==> config.mk <==
export PLATFORM = sky130hd
export DESIGN_NAME = ipr_regs
export DESIGN_NICKNAME = d
export VERILOG_FILES = /design/src/logic/ipr_pkg.sv /design/src/logic/ipr_regs.sv
export SDC_FILE = /design/constraint.sdc
export NUM_CORES = 1
export LEC_CHECK = 0
export ABC_AREA = 1
export BUFFER_PORTS_ARGS = -buffer_cell sky130_fd_sc_hd__buf_2
export CAP_MARGIN = 30
export CORE_MARGIN = 5
export CORE_UTILIZATION = 52
export CTS_CLUSTER_SIZE = 12
export DETAILED_ROUTE_END_ITERATION = 8
export PLACE_DENSITY = 0.84
export SLEW_MARGIN = 20
export SYNTH_ARGS = -nofsm -noshare
export SYNTH_HDL_FRONTEND = slang
export SYNTH_SLANG_ARGS = --single-unit
==> constraint.sdc <==
create_clock -name aclk -period 3.6 [get_ports aclk]
set_clock_uncertainty 0.05 [all_clocks]
set_input_delay 0.72 -clock aclk [delete_from_list [all_inputs] [get_ports aclk]]
set_output_delay 0.72 -clock aclk [all_outputs]
set_load 0.1 [all_outputs]
==> src/logic/ipr_pkg.sv <==
// constants for the interrupt priority register bank
// assumes an axi4-lite master and one 125 MHz clock domain
package ipr_pkg;
  // ****************************************************************
  // register byte offsets (word indices 0..6 times four)
  // ****************************************************************
  localparam logic [7:0] CAPTURE_DMA_OFS     = 8'h00;
  localparam logic [7:0] SECOND_I2C_OFS      = 8'h04;
  localparam logic [7:0] EXTERNAL_LINE_OFS   = 8'h08;
  localparam logic [7:0] ENCODER_PWM_OFS     = 8'h0C;
  localparam logic [7:0] SERIAL_ERROR_OFS    = 8'h10;
  localparam logic [7:0] CAN_TRANSMIT_OFS    = 8'h14;
  localparam logic [7:0] ENCODER2_PWM2_OFS   = 8'h18;
  // ****************************************************************
  // field positions (low bit of each 3-bit field)
  // ****************************************************************
  localparam int FLD_HI  = 12;
  localparam int FLD_MID = 8;
  localparam int FLD_LO  = 4;
  localparam int FLD_BOT = 0;
  // ****************************************************************
  // values
  // ****************************************************************
  localparam logic [2:0] LEVEL_RESET = 3'h4;
  localparam logic [2:0] LEVEL_OFF   = 3'h0;
  localparam logic [1:0] RESP_OKAY   = 2'h0;
  localparam logic [1:0] RESP_SLVERR = 2'h2;
  // number of sources in the effective-level vector
  localparam int SRC_COUNT = 14;
endpackage

==> src/logic/ipr_regs.sv <==
// interrupt priority register bank with an axi4-lite slave port
// assumes the arbiter outside reads the effective levels as plain levels
// Contract
// - field code is the level directly: 111 highest, 001 lowest
// - field 000 disables its source, never presented for service
// - unimplemented bits read zero and ignore writes
// - second i2c: master level bits 10-8, slave level bits 6-4
// - second decoder level bits 14-12, secondary pwm match bits 6-4
// - without can controller, can transmit source is always disabled
//
// Design decisions made here: the placing of the registers and register access over AXI4-Lite.
`timescale 1ns/100ps
module ipr_regs #(
  parameter bit HAS_CAN = 1'b1
) (
  input  wire logic        aclk,
  input  wire logic        aresetn,
  input  wire logic [7:0]  s_axi_awaddr,
  input  wire logic        s_axi_awvalid,
  output      logic        s_axi_awready,
  input  wire logic [31:0] s_axi_wdata,
  input  wire logic [3:0]  s_axi_wstrb,
  input  wire logic        s_axi_wvalid,
  output      logic        s_axi_wready,
  output      logic [1:0]  s_axi_bresp,
  output      logic        s_axi_bvalid,
  input  wire logic        s_axi_bready,
  input  wire logic [7:0]  s_axi_araddr,
  input  wire logic        s_axi_arvalid,
  output      logic        s_axi_arready,
  output      logic [31:0] s_axi_rdata,
  output      logic [1:0]  s_axi_rresp,
  output      logic        s_axi_rvalid,
  input  wire logic        s_axi_rready,
  output      logic [41:0] src_level,
  output      logic [13:0] src_enabled
);
  // ****************************************************************
  // field storage
  // ****************************************************************
  logic [2:0] capture4_level_ff, capture3_level_ff, dma_ch3_done_level_ff;
  logic [2:0] i2c_b_master_level_ff, i2c_b_slave_level_ff;
  logic [2:0] ext_line4_level_ff, ext_line3_level_ff;
  logic [2:0] decoder_a_level_ff, pwm_special_match_level_ff;
  logic [2:0] serial_b_error_level_ff, serial_a_error_level_ff;
  logic [2:0] can_tx_request_level_ff;
  logic [2:0] decoder_b_level_ff, pwm_secondary_match_level_ff;

  logic        aw_held_ff, w_held_ff;
  logic [7:0]  aw_addr_ff;
  logic [31:0] w_data_ff;
  logic [3:0]  w_strb_ff;
  logic        bvalid_ff, rvalid_ff;
  logic [1:0]  bresp_ff, rresp_ff;
  logic [31:0] rdata_ff;
  logic        do_write;

  // true when the byte offset names one of the seven registers
  function automatic logic ipr_mapped(input logic [7:0] a);
    if (a == ipr_pkg::CAPTURE_DMA_OFS) return 1'b1;
    else if (a == ipr_pkg::SECOND_I2C_OFS) return 1'b1;
    else if (a == ipr_pkg::EXTERNAL_LINE_OFS) return 1'b1;
    else if (a == ipr_pkg::ENCODER_PWM_OFS) return 1'b1;
    else if (a == ipr_pkg::SERIAL_ERROR_OFS) return 1'b1;
    else if (a == ipr_pkg::CAN_TRANSMIT_OFS) return 1'b1;
    else if (a == ipr_pkg::ENCODER2_PWM2_OFS) return 1'b1;
    else return 1'b0;
  endfunction

  // ****************************************************************
  // write channel
  // ****************************************************************
  // address and data accepted in either order, held until response
  assign s_axi_awready = !aw_held_ff && !bvalid_ff;
  assign s_axi_wready  = !w_held_ff && !bvalid_ff;
  assign do_write      = aw_held_ff && w_held_ff && !bvalid_ff;

  always_ff @(posedge aclk) begin
    if (!aresetn) begin
      aw_held_ff <= 1'b0;
      w_held_ff  <= 1'b0;
      aw_addr_ff <= 8'h00;
      w_data_ff  <= 32'h0000_0000;
      w_strb_ff  <= 4'h0;
    end else begin
      if (s_axi_awvalid && s_axi_awready) begin
        aw_held_ff <= 1'b1;
        aw_addr_ff <= s_axi_awaddr;
      end else if (do_write) begin
        aw_held_ff <= 1'b0;
      end
      if (s_axi_wvalid && s_axi_wready) begin
        w_held_ff <= 1'b1;
        w_data_ff <= s_axi_wdata;
        w_strb_ff <= s_axi_wstrb;
      end else if (do_write) begin
        w_held_ff <= 1'b0;
      end
    end
  end

  // write response, slverr for unmapped offsets
  always_ff @(posedge aclk) begin
    if (!aresetn) begin
      bvalid_ff <= 1'b0;
      bresp_ff  <= ipr_pkg::RESP_OKAY;
    end else if (do_write) begin
      bvalid_ff <= 1'b1;
      bresp_ff  <= ipr_mapped(aw_addr_ff) ? ipr_pkg::RESP_OKAY
                                          : ipr_pkg::RESP_SLVERR;
    end else if (s_axi_bready) begin
      bvalid_ff <= 1'b0;
    end
  end
  assign s_axi_bvalid = bvalid_ff;
  assign s_axi_bresp  = bresp_ff;

  // ****************************************************************
  // field updates
  // ****************************************************************
  // only lanes 0 and 1 hold fields; upper lanes are ignored
  always_ff @(posedge aclk) begin
    if (!aresetn) begin
      capture4_level_ff            <= ipr_pkg::LEVEL_RESET;
      capture3_level_ff            <= ipr_pkg::LEVEL_RESET;
      dma_ch3_done_level_ff        <= ipr_pkg::LEVEL_RESET;
      i2c_b_master_level_ff        <= ipr_pkg::LEVEL_RESET;
      i2c_b_slave_level_ff         <= ipr_pkg::LEVEL_RESET;
      ext_line4_level_ff           <= ipr_pkg::LEVEL_RESET;
      ext_line3_level_ff           <= ipr_pkg::LEVEL_RESET;
      decoder_a_level_ff           <= ipr_pkg::LEVEL_RESET;
      pwm_special_match_level_ff   <= ipr_pkg::LEVEL_RESET;
      serial_b_error_level_ff      <= ipr_pkg::LEVEL_RESET;
      serial_a_error_level_ff      <= ipr_pkg::LEVEL_RESET;
      can_tx_request_level_ff      <= ipr_pkg::LEVEL_RESET;
      decoder_b_level_ff           <= ipr_pkg::LEVEL_RESET;
      pwm_secondary_match_level_ff <= ipr_pkg::LEVEL_RESET;
    end else if (do_write) begin
      if (aw_addr_ff == ipr_pkg::CAPTURE_DMA_OFS) begin
        if (w_strb_ff[1])
          capture4_level_ff <= w_data_ff[ipr_pkg::FLD_MID +: 3];
        if (w_strb_ff[0]) begin
          capture3_level_ff     <= w_data_ff[ipr_pkg::FLD_LO +: 3];
          dma_ch3_done_level_ff <= w_data_ff[ipr_pkg::FLD_BOT +: 3];
        end
      end else if (aw_addr_ff == ipr_pkg::SECOND_I2C_OFS) begin
        if (w_strb_ff[1])
          i2c_b_master_level_ff <= w_data_ff[ipr_pkg::FLD_MID +: 3];
        if (w_strb_ff[0])
          i2c_b_slave_level_ff <= w_data_ff[ipr_pkg::FLD_LO +: 3];
      end else if (aw_addr_ff == ipr_pkg::EXTERNAL_LINE_OFS) begin
        if (w_strb_ff[1])
          ext_line4_level_ff <= w_data_ff[ipr_pkg::FLD_MID +: 3];
        if (w_strb_ff[0])
          ext_line3_level_ff <= w_data_ff[ipr_pkg::FLD_LO +: 3];
      end else if (aw_addr_ff == ipr_pkg::ENCODER_PWM_OFS) begin
        if (w_strb_ff[1])
          decoder_a_level_ff <= w_data_ff[ipr_pkg::FLD_MID +: 3];
        if (w_strb_ff[0])
          pwm_special_match_level_ff <= w_data_ff[ipr_pkg::FLD_LO +: 3];
      end else if (aw_addr_ff == ipr_pkg::SERIAL_ERROR_OFS) begin
        if (w_strb_ff[1])
          serial_b_error_level_ff <= w_data_ff[ipr_pkg::FLD_MID +: 3];
        if (w_strb_ff[0])
          serial_a_error_level_ff <= w_data_ff[ipr_pkg::FLD_LO +: 3];
      end else if (aw_addr_ff == ipr_pkg::CAN_TRANSMIT_OFS) begin
        if (w_strb_ff[1])
          can_tx_request_level_ff <= w_data_ff[ipr_pkg::FLD_MID +: 3];
      end else if (aw_addr_ff == ipr_pkg::ENCODER2_PWM2_OFS) begin
        if (w_strb_ff[1])
          decoder_b_level_ff <= w_data_ff[ipr_pkg::FLD_HI +: 3];
        if (w_strb_ff[0])
          pwm_secondary_match_level_ff <= w_data_ff[ipr_pkg::FLD_LO +: 3];
      end
    end
  end

  // ****************************************************************
  // read channel
  // ****************************************************************
  // read image: unimplemented positions are constant zero
  function automatic logic [31:0] ipr_image(input logic [7:0] a,
                                            input logic [41:0] l);
    logic [31:0] v;
    v = 32'h0000_0000;
    if (a == ipr_pkg::CAPTURE_DMA_OFS) begin
      v[ipr_pkg::FLD_MID +: 3] = l[2:0];
      v[ipr_pkg::FLD_LO +: 3]  = l[5:3];
      v[ipr_pkg::FLD_BOT +: 3] = l[8:6];
    end else if (a == ipr_pkg::SECOND_I2C_OFS) begin
      v[ipr_pkg::FLD_MID +: 3] = l[11:9];
      v[ipr_pkg::FLD_LO +: 3]  = l[14:12];
    end else if (a == ipr_pkg::EXTERNAL_LINE_OFS) begin
      v[ipr_pkg::FLD_MID +: 3] = l[17:15];
      v[ipr_pkg::FLD_LO +: 3]  = l[20:18];
    end else if (a == ipr_pkg::ENCODER_PWM_OFS) begin
      v[ipr_pkg::FLD_MID +: 3] = l[23:21];
      v[ipr_pkg::FLD_LO +: 3]  = l[26:24];
    end else if (a == ipr_pkg::SERIAL_ERROR_OFS) begin
      v[ipr_pkg::FLD_MID +: 3] = l[29:27];
      v[ipr_pkg::FLD_LO +: 3]  = l[32:30];
    end else if (a == ipr_pkg::CAN_TRANSMIT_OFS) begin
      v[ipr_pkg::FLD_MID +: 3] = l[35:33];
    end else if (a == ipr_pkg::ENCODER2_PWM2_OFS) begin
      v[ipr_pkg::FLD_HI +: 3] = l[38:36];
      v[ipr_pkg::FLD_LO +: 3] = l[41:39];
    end
    return v;
  endfunction

  // stored fields, raw, in source order
  logic [41:0] raw_level;
  assign raw_level = {pwm_secondary_match_level_ff, decoder_b_level_ff,
                      can_tx_request_level_ff, serial_a_error_level_ff,
                      serial_b_error_level_ff, pwm_special_match_level_ff,
                      decoder_a_level_ff, ext_line3_level_ff,
                      ext_line4_level_ff, i2c_b_slave_level_ff,
                      i2c_b_master_level_ff, dma_ch3_done_level_ff,
                      capture3_level_ff, capture4_level_ff};

  assign s_axi_arready = !rvalid_ff;

  // one read at a time, answered the cycle after the address is taken
  always_ff @(posedge aclk) begin
    if (!aresetn) begin
      rvalid_ff <= 1'b0;
      rdata_ff  <= 32'h0000_0000;
      rresp_ff  <= ipr_pkg::RESP_OKAY;
    end else if (s_axi_arvalid && s_axi_arready) begin
      rvalid_ff <= 1'b1;
      rdata_ff  <= ipr_image(s_axi_araddr, raw_level);
      rresp_ff  <= ipr_mapped(s_axi_araddr) ? ipr_pkg::RESP_OKAY
                                            : ipr_pkg::RESP_SLVERR;
    end else if (s_axi_rready) begin
      rvalid_ff <= 1'b0;
    end
  end
  assign s_axi_rvalid = rvalid_ff;
  assign s_axi_rdata  = rdata_ff;
  assign s_axi_rresp  = rresp_ff;

  // ****************************************************************
  // effective levels for the arbiter
  // ****************************************************************
  // code is the level itself; 000 masks the source
  always_comb begin
    src_level = raw_level;
    if (!HAS_CAN)
      src_level[35:33] = ipr_pkg::LEVEL_OFF;
    for (int i = 0; i < ipr_pkg::SRC_COUNT; i++)
      src_enabled[i] = (src_level[3*i +: 3] != ipr_pkg::LEVEL_OFF);
  end
endmodule // ipr_regs

==> qor.txt <==
CTS tree: yes
# port buffers: 111
Max transition margin: 0.461
switch share: 0.334
simple logic cell fraction of the synthesized area: 0.280
Die Y: 95.7 um
Ports: 156
slew of the pin with the lowest slew margin: 0.808 ns
DRT Pass-1 Iters: 7
Via-to-Cell Ratio: 5.14
RSZ-0062 raised after global routing: false
area of placed instances: 4380 um2
clk sinks: 82
Gate power share: 0.180
antenna violations before repair: 0
First DRT Iteration DRCs: 213
final setup TNS: 0 ns
post-synth top area cell: dfxtp_1
Final ANT Viol Nets: 0
Worst VDD drop: 0.000245 V
final worst-path cycle share: 0.609
chip width: 95.7 um
Leakage: 2.20 nW
CTS clk-pin slew, worst paths: 0.09 ns
cell internal pwr: 1.41 mW
final hold vios: 0
sequential share of the synthesized area: 0.429
Fin Hold WS: 0.420 ns
Worst Slack Setup Final: 1.41 ns
vias post-DR: 3843
Mapped Area: 3820 um2
layout cells sized above 1: 0.257
outcome: finished clean
min Tclk post-route: 2.19 ns
row count: 31
TritonCTS Buffers: 9
post-synth cell types: 30
Worst Hold Class: flip-flop to flip-flop
GPL Wtd Cong: 0.879
Global Route Usage Sum: 0.233
PwrDens: 459 nW/um2
first-pass GRT wire length: 16700 um
Yosys top cell area share: 0.429
die area: 9170 um2
setup bufs post-CTS: 0
Clock Power Share: 0.364
Skew-Pair Late Insertion Delay: 0.36 ns
MaxCap Viol Count: 0
Slew Limit Fails: 0
Final HPWL DP: 7940 um
FMAX: 456 MHz
Crit path arrival time: 1.42 ns
post-synthesis adder-cell area fraction: 0
Compound-Gate Fraction of Synth Area: 0.173
Synth Area in XOR/XNOR: 0
Core Region: 7210 um2
number of antenna diodes: 0
Longest Clk Path Bufs: 2
number of nets in the layout: 703
dpl ws: 1.38 ns
vias in the first global route: 3554
Synthesis Warnings: 0
Post-Synthesis Cells: 534
number of setup violations in the final report: 0
Worst Path Required: 2.83 ns
GRT overflow: 0
H-tree Lvls: 3
largest family of logic cells by synthesized area: simple AND/OR/NAND/NOR gates
Tot Pwr: 2.12 mW
cells resized by post-CTS repair: 0
critical path peak fanout: 4
Sw Pwr: 708 uW
crit end category: output port
Clock Tree Root: clkbuf_8
top cells by area, synth: dfxtp_1 (43%), nand2_1 (9.1%), a21oi_1 (7.5%)
design area: 4610 um2
CP startpoint kind: flip-flop
synthesized area per cell: 7.16 um2
CP Class: flip-flop to output port
#FFs+latches synth: 82
CTS Hold Bufs: 0
Seq pwr share: 0.456
mux cell area share after synthesis: 0
drt wl/cell: 14.1 um
largest net degree at the start of global routing: 60
Layout area overhead: 20.6%
initial core utilization: 0.530
final WL: 10600 um
Residual DRC: 0
[kinds of logic after synthesis]
kind of cell	Yosys count
compound gates	123
buf+inv	97
flops	82
other cells	1
simple gates	231
[final timing paths]
check                                      startpoint        endpoint  slack [ns]  cells past startpoint
worst min register to register         s_axi_bresp[1]  s_axi_bresp[1]        0.42                      2
worst min-delay path                   s_axi_bresp[1]  s_axi_bresp[1]        0.42                      2
worst max register to register           s_axi_rvalid  s_axi_rdata[9]        1.75                      7
worst max-delay path            ext_line3_level_ff[0]  src_enabled[6]        1.41                      2
[placed cells by master (no fill, tap or decap)]
| master | synthesis | routed |
|---|---|---|
| a211oi_2 | 1 | 1 |
| a21oi_1 | 57 | 57 |
| buf_2 | 0 | 111 |
| buf_4 | 22 | 1 |
| bufinv_16 | 0 | 2 |
| clkbuf_8 | 0 | 9 |
| clkinv_4 | 0 | 1 |
| conb_1 | 1 | 22 |
| dfxtp_1 | 82 | 82 |
| inv_1 | 53 | 53 |
| inv_2 | 10 | 10 |
| inv_6 | 0 | 3 |
| inv_8 | 0 | 1 |
| nand2_1 | 93 | 93 |
| nand2_2 | 7 | 7 |
| nand2_4 | 2 | 2 |
| nand3_1 | 29 | 29 |
| nand3_2 | 1 | 1 |
| nand3b_1 | 1 | 1 |
| nand4_1 | 2 | 2 |
| nor2_1 | 64 | 64 |
| nor2_2 | 8 | 8 |
| nor2_4 | 6 | 6 |
| nor3_1 | 9 | 9 |
| nor3_2 | 2 | 2 |
| nor3_4 | 1 | 1 |
| nor3b_1 | 1 | 1 |
| o2111ai_1 | 1 | 1 |
| o211ai_1 | 10 | 10 |
| o211ai_2 | 1 | 1 |
| o21a_1 | 1 | 1 |
| o21ai_0 | 43 | 43 |
| o21ai_1 | 9 | 9 |
| or3_1 | 5 | 5 |
[power groups by stage]
stage,combinational (mW),sequential [mW],clock (mW)
6_report,0.380,0.965,0.771
4_1_cts,0.380,0.964,0.774
5_1_grt,0.409,0.970,0.814
2_1_floorplan,0.282,1.03,0
3_3_place_gp,0.372,0.984,0
3_5_place_dp,0.379,0.986,0
[layout make-up]
cell class	instances	area, um2
fillers	656	2610
multi-input cells	376	1810
flip-flops and latches	82	1640
repair buffers	112	563
inverters	63	236
clock buffers	9	124
well taps	99	124
clock inverters	7	106
[metrics by stage]
stage	util	std cells
finish	0.639	748
floorplan	-	555
global placement	0.607	732
detailed placement	0.607	732
global route	0.639	748
CTS	0.639	748
[metal layers]
layer	GRT usage	routed length, um	vias to the layer above
met4	0.0983	227	0
met5	0	0	-
met1	0.288	4390	1723
met3	0.0469	866	22
li1	-	-	1916
met2	0.393	5090	182
[cell usage after synthesis, drive strengths merged]
| library cell | n |
|---|---|
| o2111ai | 1 |
| nand3 | 30 |
| o21ai | 52 |
| nand4 | 2 |
| a21oi | 57 |
| conb | 1 |
| nor3 | 12 |
| dfxtp | 82 |
| o211ai | 11 |
| buf | 23 |
| nor3b | 1 |
| nand3b | 1 |
| or3 | 5 |
| nor2 | 78 |
| a211oi | 1 |
| nand2 | 102 |
| inv | 63 |
| o21a | 1 |
| clkbuf | 11 |
[worst max-delay path, stage by stage (launching register included)]
cell	delay, ns
dfxtp_1	0.38
or3_1	0.39
buf_2	0.30
No activity file was read; power rests on OpenSTA's default activity.
